File: src/axis_limit_pkg.sv
// constants and types for the axis position limit monitor
// assumes a parameter port with 12-bit parameter addresses and 32-bit data
package axis_limit_pkg;

	// parameter addresses, as printed
	localparam logic [11:0] SOFT_LIMIT_ENABLE_ADDR       = 12'h606;
	localparam logic [11:0] SOFT_LIMIT_POSITIVE_ADDR     = 12'h608;
	localparam logic [11:0] SOFT_LIMIT_NEGATIVE_ADDR     = 12'h60a;
	localparam logic [11:0] HOME_SWITCH_POLARITY_ADDR    = 12'h61c;
	localparam logic [11:0] NEG_HARD_LIMIT_POLARITY_ADDR = 12'h61e;
	localparam logic [11:0] POS_HARD_LIMIT_POLARITY_ADDR = 12'h620;
	localparam logic [11:0] LATCHED_STATUS_ADDR          = 12'h700;

	// reset values
	localparam logic [15:0] SOFT_LIMIT_ENABLE_RESET   = 16'h0000;
	localparam logic [31:0] SOFT_LIMIT_POSITIVE_RESET = 32'h7fff_ffff;
	localparam logic [31:0] SOFT_LIMIT_NEGATIVE_RESET = 32'h8000_0000;
	localparam logic [15:0] POLARITY_RESET            = 16'h0001;

	// positioning range with default scaling: -786432 .. 786431 usr
	localparam logic [31:0] RANGE_MIN = 32'hfff4_0000;
	localparam logic [31:0] RANGE_MAX = 32'h000b_ffff;

	// permissible user range for the software limits
	localparam logic [31:0] USER_MIN = 32'h8000_0000;
	localparam logic [31:0] USER_MAX = 32'h7fff_ffff;

	// latched signal status bit positions
	localparam int HARD_NEG_BIT = 0;
	localparam int HARD_POS_BIT = 1;
	localparam int SOFT_LIMIT_BIT = 2;

	// software limit enable codes
	typedef enum logic [15:0] {
		SOFT_NONE     = 16'h0000,
		SOFT_POS_ONLY = 16'h0001,
		SOFT_NEG_ONLY = 16'h0002,
		SOFT_BOTH     = 16'h0003
	} soft_mode_type;

	// switch contact evaluation codes
	typedef enum logic [15:0] {
		CONTACT_IGNORED = 16'h0000,
		CONTACT_NC      = 16'h0001,
		CONTACT_NO      = 16'h0002
	} contact_type;

endpackage : axis_limit_pkg

File: src/axis_position_limit_monitor.sv
// position limit supervision: positioning range, software and hardware limits
// assumes motion inputs come from control logic on mclk, switch pins are async
`timescale 1ns/1ns
`default_nettype none

// Function
// RQ1: positioning range is -786432 to 786431 user units with default scaling.
// RQ2: only absolute profile position moves are refused beyond the range.
// RQ3: passing a range limit clears the homed-valid flag.
// RQ4: relative move predicted to overtravel: zero position at start, clear homed-valid.
// RQ5: software limits act only while homed-valid is set.
// RQ6: software limit enable: 0 none, 1 positive, 2 negative, 3 both; default 0.
// RQ7: software limit trigger sets bit 2 of latched signal status.
// RQ8: software limits compare the reference position, not the actual one.
// RQ9: positive soft limit defaults to max; out-of-range writes become max user value.
// RQ10: negative soft limit defaults to min, clamped the same way.
// RQ11: during movement an active hard limit stops the motor and is reported.
// RQ12: hard limit evaluation: 0 ignored, 1 normally closed, 2 normally open; default 1.
// RQ13: reference switch: 1 NC, 2 NO, default 1; evaluated only while homing.
// RQ14: jog motion leading back out of the limit region stays allowed.
// RQ15: installer should wire normally closed contacts so wire breaks show as active.
// RQ16: each enabled soft limit is checked every cycle; reaching the limit triggers.
module axis_position_limit_monitor (
	input  wire logic        mclk,
	input  wire logic        rst,
	// switch pins
	input  wire logic        pos_hard_limit_input,
	input  wire logic        neg_hard_limit_input,
	input  wire logic        home_switch_input,
	// motion state from the controller
	input  wire logic [31:0] reference_position,
	input  wire logic [31:0] actual_position,
	input  wire logic        moving,
	input  wire logic        move_positive,
	input  wire logic        jog_mode,
	input  wire logic        homing_active,
	input  wire logic        homing_done,
	input  wire logic        move_start,
	input  wire logic        profile_position_mode,
	input  wire logic        move_absolute,
	input  wire logic [31:0] move_target,
	input  wire logic        status_clear,
	// parameter port
	input  wire logic        param_write,
	input  wire logic        param_read,
	input  wire logic [11:0] param_addr,
	input  wire logic [31:0] param_wdata,
	output logic      [31:0] param_rdata,
	output logic             param_ack,
	// status
	output logic             homed_valid,
	output logic             motor_stop,
	output logic             position_zero_request,
	output logic             target_refused,
	output logic             soft_limit_pos_hit,
	output logic             soft_limit_neg_hit,
	output logic             hard_limit_pos_hit,
	output logic             hard_limit_neg_hit,
	output logic             home_switch_active,
	output logic      [31:0] latched_signal_status
);
	import axis_limit_pkg::*;

	////////////////////////////////////////////////////////////////////////////////
	// state

	typedef struct packed {
		logic        pos_meta;
		logic        pos_sync;
		logic        neg_meta;
		logic        neg_sync;
		logic        home_meta;
		logic        home_sync;
		logic [15:0] soft_limit_enable;
		logic [31:0] soft_limit_positive;
		logic [31:0] soft_limit_negative;
		logic [15:0] home_switch_polarity;
		logic [15:0] neg_hard_limit_polarity;
		logic [15:0] pos_hard_limit_polarity;
		logic [31:0] latched_signal_status;
		logic [31:0] param_rdata;
		logic        param_ack;
		logic        homed_valid;
		logic        motor_stop;
		logic        position_zero_request;
		logic        target_refused;
		logic        soft_pos_hit;
		logic        soft_neg_hit;
		logic        hard_pos_hit;
		logic        hard_neg_hit;
		logic        home_active;
	} state_type;

	state_type state;
	state_type next_state;

	////////////////////////////////////////////////////////////////////////////////
	// helpers

	// contact evaluation; unknown codes behave as ignored so a bad write never trips
	function automatic logic contact_active(input logic [15:0] code, input logic level);
		contact_active = 1'b0;
		unique case (code)
			CONTACT_IGNORED: contact_active = 1'b0;
			CONTACT_NC:      contact_active = ~level;
			CONTACT_NO:      contact_active = level;
			default:         contact_active = 1'b0;
		endcase
	endfunction : contact_active

	// a written limit outside the user range becomes the range end
	function automatic logic [31:0] clamp_user(input logic [31:0] value,
			input logic [31:0] replacement);
		if ($signed(value) > $signed(USER_MAX) || $signed(value) < $signed(USER_MIN)) begin
			clamp_user = replacement;
		end else begin
			clamp_user = value;
		end
	endfunction : clamp_user

	////////////////////////////////////////////////////////////////////////////////
	// combinational datapath

	logic signed [32:0] predicted;
	logic signed [32:0] range_lo;
	logic signed [32:0] range_hi;
	logic               act_outside;
	logic               pred_outside;
	logic               target_outside;
	logic               hard_pos;
	logic               hard_neg;
	logic               soft_pos;
	logic               soft_neg;
	logic               soft_pos_en;
	logic               soft_neg_en;
	logic               limit_pos;
	logic               limit_neg;
	logic               jog_away;
	logic               homed_clear;

	always_comb begin
		next_state = state;

		// pins: the first stage feeds only the second
		next_state.pos_meta  = pos_hard_limit_input;
		next_state.pos_sync  = state.pos_meta;
		next_state.neg_meta  = neg_hard_limit_input;
		next_state.neg_sync  = state.neg_meta;
		next_state.home_meta = home_switch_input;
		next_state.home_sync = state.home_meta;

		// range checks on 33 bits so the sum of a relative move cannot wrap
		range_lo = $signed({RANGE_MIN[31], RANGE_MIN});
		range_hi = $signed({RANGE_MAX[31], RANGE_MAX});
		predicted = $signed({actual_position[31], actual_position})
			+ $signed({move_target[31], move_target});
		act_outside = $signed({actual_position[31], actual_position}) > range_hi
			|| $signed({actual_position[31], actual_position}) < range_lo; // RQ1
		pred_outside = predicted > range_hi || predicted < range_lo; // RQ4
		target_outside = $signed({move_target[31], move_target}) > range_hi
			|| $signed({move_target[31], move_target}) < range_lo; // RQ2

		// hard limit contacts
		hard_pos = contact_active(state.pos_hard_limit_polarity, state.pos_sync); // RQ12
		hard_neg = contact_active(state.neg_hard_limit_polarity, state.neg_sync); // RQ12

		// reference switch only while homing runs
		next_state.home_active = homing_active
			&& contact_active(state.home_switch_polarity, state.home_sync); // RQ13

		// software limit direction enables
		soft_pos_en = 1'b0;
		soft_neg_en = 1'b0;
		unique case (state.soft_limit_enable)
			SOFT_NONE:     soft_pos_en = 1'b0; // RQ6
			SOFT_POS_ONLY: soft_pos_en = 1'b1; // RQ6
			SOFT_NEG_ONLY: soft_neg_en = 1'b1; // RQ6
			SOFT_BOTH: begin
				soft_pos_en = 1'b1; // RQ6
				soft_neg_en = 1'b1;
			end
			default:       soft_pos_en = 1'b0;
		endcase

		// reference position decides, so the motor may halt short of the limit
		soft_pos = state.homed_valid && soft_pos_en
			&& $signed(reference_position) >= $signed(state.soft_limit_positive); // RQ5 RQ8 RQ16
		soft_neg = state.homed_valid && soft_neg_en
			&& $signed(reference_position) <= $signed(state.soft_limit_negative); // RQ5 RQ8 RQ16
		next_state.soft_pos_hit = soft_pos;
		next_state.soft_neg_hit = soft_neg;
		next_state.hard_pos_hit = hard_pos;
		next_state.hard_neg_hit = hard_neg;

		// stop on any active limit while moving, unless jogging away from all of them
		limit_pos = hard_pos || soft_pos;
		limit_neg = hard_neg || soft_neg;
		jog_away = jog_mode && !(limit_pos && move_positive)
			&& !(limit_neg && !move_positive); // RQ14
		next_state.motor_stop = moving && (limit_pos || limit_neg) && !jog_away; // RQ11

		// profile position move start checks
		next_state.position_zero_request = move_start && profile_position_mode
			&& !move_absolute && pred_outside; // RQ4
		next_state.target_refused = move_start && profile_position_mode
			&& move_absolute && target_outside; // RQ2

		// zero point: lost on overtravel or predicted overtravel; a new homing wins
		homed_clear = act_outside || next_state.position_zero_request; // RQ3 RQ4
		if (homing_done) begin
			next_state.homed_valid = 1'b1;
		end else if (homed_clear) begin
			next_state.homed_valid = 1'b0; // RQ3
		end

		// latched status: a new event wins over a clear in the same cycle
		if (status_clear) begin
			next_state.latched_signal_status = '0;
		end
		if (soft_pos || soft_neg) begin
			next_state.latched_signal_status[SOFT_LIMIT_BIT] = 1'b1; // RQ7
		end
		if (moving && hard_pos) begin
			next_state.latched_signal_status[HARD_POS_BIT] = 1'b1; // RQ11
		end
		if (moving && hard_neg) begin
			next_state.latched_signal_status[HARD_NEG_BIT] = 1'b1; // RQ11
		end

		// parameter writes; 16-bit parameters take the low half
		if (param_write) begin
			unique case (param_addr)
				SOFT_LIMIT_ENABLE_ADDR:
					next_state.soft_limit_enable = param_wdata[15:0];
				SOFT_LIMIT_POSITIVE_ADDR:
					next_state.soft_limit_positive = clamp_user(param_wdata, USER_MAX); // RQ9
				SOFT_LIMIT_NEGATIVE_ADDR:
					next_state.soft_limit_negative = clamp_user(param_wdata, USER_MIN); // RQ10
				HOME_SWITCH_POLARITY_ADDR:
					next_state.home_switch_polarity = param_wdata[15:0];
				NEG_HARD_LIMIT_POLARITY_ADDR:
					next_state.neg_hard_limit_polarity = param_wdata[15:0];
				POS_HARD_LIMIT_POLARITY_ADDR:
					next_state.pos_hard_limit_polarity = param_wdata[15:0];
				default: ;
			endcase
		end

		// parameter reads answer one cycle later; unmapped addresses read zero
		next_state.param_ack = param_read || param_write;
		next_state.param_rdata = '0;
		if (param_read) begin
			unique case (param_addr)
				SOFT_LIMIT_ENABLE_ADDR:
					next_state.param_rdata = {16'h0000, state.soft_limit_enable};
				SOFT_LIMIT_POSITIVE_ADDR:
					next_state.param_rdata = state.soft_limit_positive;
				SOFT_LIMIT_NEGATIVE_ADDR:
					next_state.param_rdata = state.soft_limit_negative;
				HOME_SWITCH_POLARITY_ADDR:
					next_state.param_rdata = {16'h0000, state.home_switch_polarity};
				NEG_HARD_LIMIT_POLARITY_ADDR:
					next_state.param_rdata = {16'h0000, state.neg_hard_limit_polarity};
				POS_HARD_LIMIT_POLARITY_ADDR:
					next_state.param_rdata = {16'h0000, state.pos_hard_limit_polarity};
				LATCHED_STATUS_ADDR:
					next_state.param_rdata = state.latched_signal_status;
				default:
					next_state.param_rdata = '0;
			endcase
		end
	end

	////////////////////////////////////////////////////////////////////////////////
	// state register

	// reset loads constants only; defaults are the factory settings
	always_ff @(posedge mclk or posedge rst) begin
		if (rst) begin
			state <= '0;
			// sync stages start at the idle level of an unpressed nc contact, so no false trip
			state.pos_meta <= 1'b1; // RQ12
			state.pos_sync <= 1'b1;
			state.neg_meta <= 1'b1;
			state.neg_sync <= 1'b1;
			state.home_meta <= 1'b1;
			state.home_sync <= 1'b1;
			state.soft_limit_enable <= SOFT_LIMIT_ENABLE_RESET; // RQ6
			state.soft_limit_positive <= SOFT_LIMIT_POSITIVE_RESET; // RQ9
			state.soft_limit_negative <= SOFT_LIMIT_NEGATIVE_RESET; // RQ10
			state.home_switch_polarity <= POLARITY_RESET; // RQ13
			state.neg_hard_limit_polarity <= POLARITY_RESET; // RQ12
			state.pos_hard_limit_polarity <= POLARITY_RESET; // RQ12
		end else begin
			state <= next_state;
		end
	end

	////////////////////////////////////////////////////////////////////////////////
	// outputs straight from the state register

	assign param_rdata           = state.param_rdata;
	assign param_ack             = state.param_ack;
	assign homed_valid           = state.homed_valid;
	assign motor_stop            = state.motor_stop;
	assign position_zero_request = state.position_zero_request;
	assign target_refused        = state.target_refused;
	assign soft_limit_pos_hit    = state.soft_pos_hit;
	assign soft_limit_neg_hit    = state.soft_neg_hit;
	assign hard_limit_pos_hit    = state.hard_pos_hit;
	assign hard_limit_neg_hit    = state.hard_neg_hit;
	assign home_switch_active    = state.home_active;
	assign latched_signal_status = state.latched_signal_status;

endmodule : axis_position_limit_monitor

`default_nettype wire

File: config.mk
export PLATFORM = sky130hd
export DESIGN_NAME = axis_position_limit_monitor
export DESIGN_NICKNAME = d
export VERILOG_FILES = /design/src/axis_limit_pkg.sv /design/src/axis_position_limit_monitor.sv
export SDC_FILE = /design/constraint.sdc
export NUM_CORES = 1
export LEC_CHECK = 0
export BUFFER_PORTS_ARGS = -buffer_cell sky130_fd_sc_hd__buf_2
export CAP_MARGIN = 25
export CORE_UTILIZATION = 43
export CTS_BUF_LIST = sky130_fd_sc_hd__clkbuf_16
export CTS_CLUSTER_SIZE = 30
export DETAILED_ROUTE_END_ITERATION = 7
export MAX_ROUTING_LAYER = met4
export PLACE_DENSITY = 0.68
export SYNTH_ARGS = -nofsm -noshare
export SYNTH_HDL_FRONTEND = slang
export SYNTH_SLANG_ARGS = --single-unit
File: constraint.sdc
create_clock -name mclk -period 7.37 [get_ports mclk]
set_input_delay 0.3685 -clock mclk [delete_from_list [all_inputs] [get_ports mclk]]
set_output_delay 0.3685 -clock mclk [all_outputs]
set_load 0.02 [all_outputs]
After elaboration in Yosys (flattened, before gate mapping)
Index checks and enable logic that the tools add are counted.
Widths: inputs -> output; s select.

word-level totals
  output and inout bits = 74
  word-level logic and storage cells = 116
  bits of input ports = 156
  flip-flop bits (word level) = 179

operators by class
  magnitude comparators = 10
  bitwise logic cells = 3
  reductions and logical operators = 45
  multiplexer cells = 15
  add/sub/neg operators = 1
  equal/unequal tests = 16

operator list
  kind                  number
  $pmux 32 s7           1
  $mux 32               3
  $eq 12x11->1 const B  7
  $eq 16x2->1 const B   5
  $eq 16x1->1 const B   4
  $gt 32x21->1 const B  2
  $lt 32x21->1 const B  2
  $add 32x32->33        1
  $gt 33x21->1 const B  1
  $lt 33x21->1 const B  1
  $ge 32x32->1          1
  $gt 32x32->1 const B  1
  $le 32x32->1          1
  $lt 32x32->1 const B  1
  $logic_and 1x1->1     18
  $reduce_and 2->1      6
  $logic_or 1x1->1      10
  $reduce_bool 2->1     4
  $mux 1                7
  $pmux 1 s2            3
  $logic_not 1->1       5
  $reduce_or 2->1       2
  $mux 3                1
  $not 1->1             3

Depth between registers and ports, before layout
  word-level depth = 12
  gate-level depth with buffers = 12
  gate-level depth less buffers = 12

Worst setup path after synthesis
OpenSTA, ideal clock, no wires.

  kind = input -> register
  start = in actual_position[0]
  end = reg state (netlist bit homed_valid)
  data required time = 7.276 ns
  stages on the path = 12
  path buffers = 0
  library setup time = 0.094 ns
  setup slack = 4.320 ns
  arrival = 2.957 ns
  cells stage by stage = ha_1 inv_1 fa_1 nand2b_1 a21oi_1 o211ai_2 a21oi_1 and3b_1 or4b_1 or4_1 nand4b_4 a221oi_2

on the way
  longest elaborated chain between the ends = 6
  elaborated cells between the ends (all ways) = 10
  classes of those cells = add/sub (1); order compare (4); reduce/logical (5)

RTL lines
  item                                                 line                                text
  from (decl)                                          axis_position_limit_monitor.sv:32   input wire logic [31:0] actual_position,
  $add 32x32->33                                       axis_position_limit_monitor.sv:156  + $signed({move_target[31], move_target});
  $gt 33x21->1 / $lt 33x21->1 (equally long branches)  axis_position_limit_monitor.sv:159  pred_outside = predicted > range_hi || predicted < range_lo;
  $logic_or 1x1->1                                     axis_position_limit_monitor.sv:159
  $logic_and 1x1->1                                    axis_position_limit_monitor.sv:204  && !move_absolute && pred_outside;
  $logic_or 1x1->1 *                                   axis_position_limit_monitor.sv:209  homed_clear = act_outside || next_state.position_zero_request;
  $reduce_bool 2->1 (no source line) *                 n/a
  to (signal assigned)                                 axis_position_limit_monitor.sv:295  state <= next_state;
  to (decl)                                            axis_position_limit_monitor.sv:94   state_type state;

Mark *: on every way between the ends. The rest lies on a longest branch, timed or not.
A chain may end at the register's enable or synchronous reset.

==> flow_summary.ini <==
[logic_synthesis]
ys.flop_type = dfrtp_1
synth_cell_type_count = 88
netlist_top_cells_area = dfrtp_1, mux2_2, ha_1
async_flop_share_pct = 100.0
avgSynthCellArea_sq_um = 10.52
synth_top_area_cell = dfrtp_1
synth_edf_count = 0
ys_seq_area_share_pct = 39.75
synth.top_cell.area_share_pct = 30.30
ys_seq_elements = 179
ys_top_cells_by_count = dfrtp_1, mux2_2, ha_1
synthMostInstantiatedCell = dfrtp_1
synth_cells = 1083
synth_area_sq_mm = 0.01140
yosys_warnings = 0

[power]
irDropWorstVdd_uv = 162.1
p_leak_nw = 6.152
power.density_mw_per_mm2 = 167.8

[place]
gp_congestion = 0.8885
dp_cells = 1555
dpl.hpwl_um = 22410
port-buffer-count = 200

[route]
wire_per_inst_um = 18.74
routed_wl_um = 29820
num_vias = 9051
drtIter0Drc = 565
drc = 0
final_antenna_net_count = 0
vias_per_cell = 5.689
drtPass1Iterations = 5

[floorplanning]
core_sq_mm = 0.02606
dieArea_sq_mm = 0.02716
io-pin-count = 230
start_util_pct = 43.74
die_x_um = 164.8
rows = 59
dieHeight_um = 164.8

[run_status]
outcome = finished clean

[clock_network]
cts_tree = built
cts_root_buf = clkbuf_16
path_clk_slew_ps = 70
cts_setup_buffers = 0
clkSinkCount = 179
clkLatencyLatePin_ps = 430
cts_resized = 0
cts.path.max_buffers = 2
cts_max_level = 4
cts-hold-fix-buffers = 0
cts_made_buffers = 17

[cells_and_area]
syn2layout_area_growth_pct = 13.70
drive_above_1_share_pct = 34.80
stdcell_count = 1591
layout.nets = 1493
multi_input_area_sq_mm = 0.006070
fillers = 2398
seqCellArea_sq_mm = 0.004531

[global_route]
grt_pass1_vias = 8948
grt_usage_pct = 23.13
grt_remaining_overflow = 0
antenna_found_initial = 3
grt_first_pass_wirelength_um = 46840
grt_max_degree = 102

[timing]
fin_setup_tns_ps = 0
slew_headroom_pct = 37.58
min_period_ps = 3155
slew_viol_final = 0
finalSetupViolCount = 0
tightest_slew_ps = 935.4
period_share_pct = 42.81
fmax_ghz = 0.3169
clock_skew_ps = 9.125
finalHoldViolations = 0
rsz0062_at_grt = false

[critical_path]
worstPathArrival_ps = 3470
path_max_fanout = 3
worstSetupEndpointType = flip-flop
cp_data_required_time_ps = 7680
path_class = reg2reg
worstSetupStartpointType = flip-flop

[worst_hold_path]
hold_class = in2reg

[run]
max_cap_viol_count = 0
==> cells by family after synthesis <==
logic type      synth area share, %
compound gates                16.07
xor+xnor                     0.6148
buf+inv                       8.365
simple gates                  11.63
other cells                 0.03290
fa+ha+maj                     10.71
flops                         39.75
mux                           12.82
==> sequential cells by signal, summed over array words and instances (netlist names) <==
signal                 cells
homed_valid                1
hard_limit_neg_hit         1
latched_signal_status      3
soft_limit_pos_hit         1
home_switch_active         1
param_ack                  1
hard_limit_pos_hit         1
motor_stop                 1
position_zero_request      1
next_state                 3
state                    131
param_rdata               32
soft_limit_neg_hit         1
target_refused             1
==> per-stage QoR <==
stage | utilization, % | hold WS (ps) | power, mW | setup WS (ps) | instance area [sq um]
finish | 49.73 | 27.15 | 2.174 | 4215 | 12960
global route | 49.73 | 10.53 | 2.277 | 4039 | 12960
CTS | 49.59 | 12.72 | 2.193 | 4226 | 12920
detailed placement | 47.50 | 349.8 | 1.337 | 3923 | 12380
global placement | 47.50 | 346.5 | 1.335 | 3930 | 12380
floorplan | - | 345.2 | 1.236 | 2211 | 11500
==> per-layer routing <==
metal / track usage, % / share of wire (%)
met5: - / 0
met3: 4.596 / 6.7
met4: 8.299 / 2.7
met1: 29.34 / 44
met2: 36.57 / 46
==> critical path: stages, from the launching register on <==
cell	delay, ps
dfrtp_1	380
inv_1	50
ha_1	280
a21o_1	180
a21o_1	160
a21oi_1	320
o21ai_0	180
a221o_1	420
a221oi_1	300
o211ai_1	220
a2111o_1	410
o311a_1	130
==> layout make-up <==
class	instances	area share (%)
Multi-Input combinational cell	756	46.84
Sequential cell	179	34.96
Timing Repair Buffer	210	8.458
Clock buffer	17	3.283
Tap cell	335	3.235
Inverter	76	2.240
Clock inverter	15	0.9269
Antenna cell	3	0.05793
==> report_power, final <==
group          internal [mW]  switching (mW)
sequential             0.991         0.00450
clock                  0.463           0.387
combinational          0.129           0.199
==> worst paths after layout <==
check,start,cells after the start,end,slack [ps]
worst min-delay path,pos_hard_limit_input,1,next_state[206],30
worst max-delay path,state[127],11,motor_stop,4210
min in group asynchronous,rst,2,param_rdata[18],140
worst max register to register,state[127],11,motor_stop,4210
max in group asynchronous,rst,4,state[183],6100
worst min register to register,next_state[206],0,state[206],360
==> layout by cell type, fill, tap and decap left out, types with 6 or more instances in the layout <==
master / synthesis / final
conb_1: 1 / 29
dfrtp_1: 138 / 138
a21oi_1: 48 / 48
a22oi_1: 56 / 56
inv_1: 76 / 78
clkbuf_16: 0 / 17
nand4_1: 29 / 29
nand2_1: 47 / 47
dfstp_2: 41 / 41
nor4_1: 23 / 23
a31oi_1: 19 / 19
nand2b_1: 6 / 6
a211oi_1: 9 / 9
nor2_1: 48 / 47
a21o_1: 32 / 32
buf_2: 1 / 200
o211ai_1: 10 / 10
nor2b_1: 6 / 6
mux2_2: 128 / 128
nand3_1: 12 / 12
a222oi_1: 6 / 6
ha_1: 96 / 96
nor3_1: 14 / 14
buf_4: 64 / 9
o21ai_0: 25 / 25
Power figures use the tool's default switching activity.
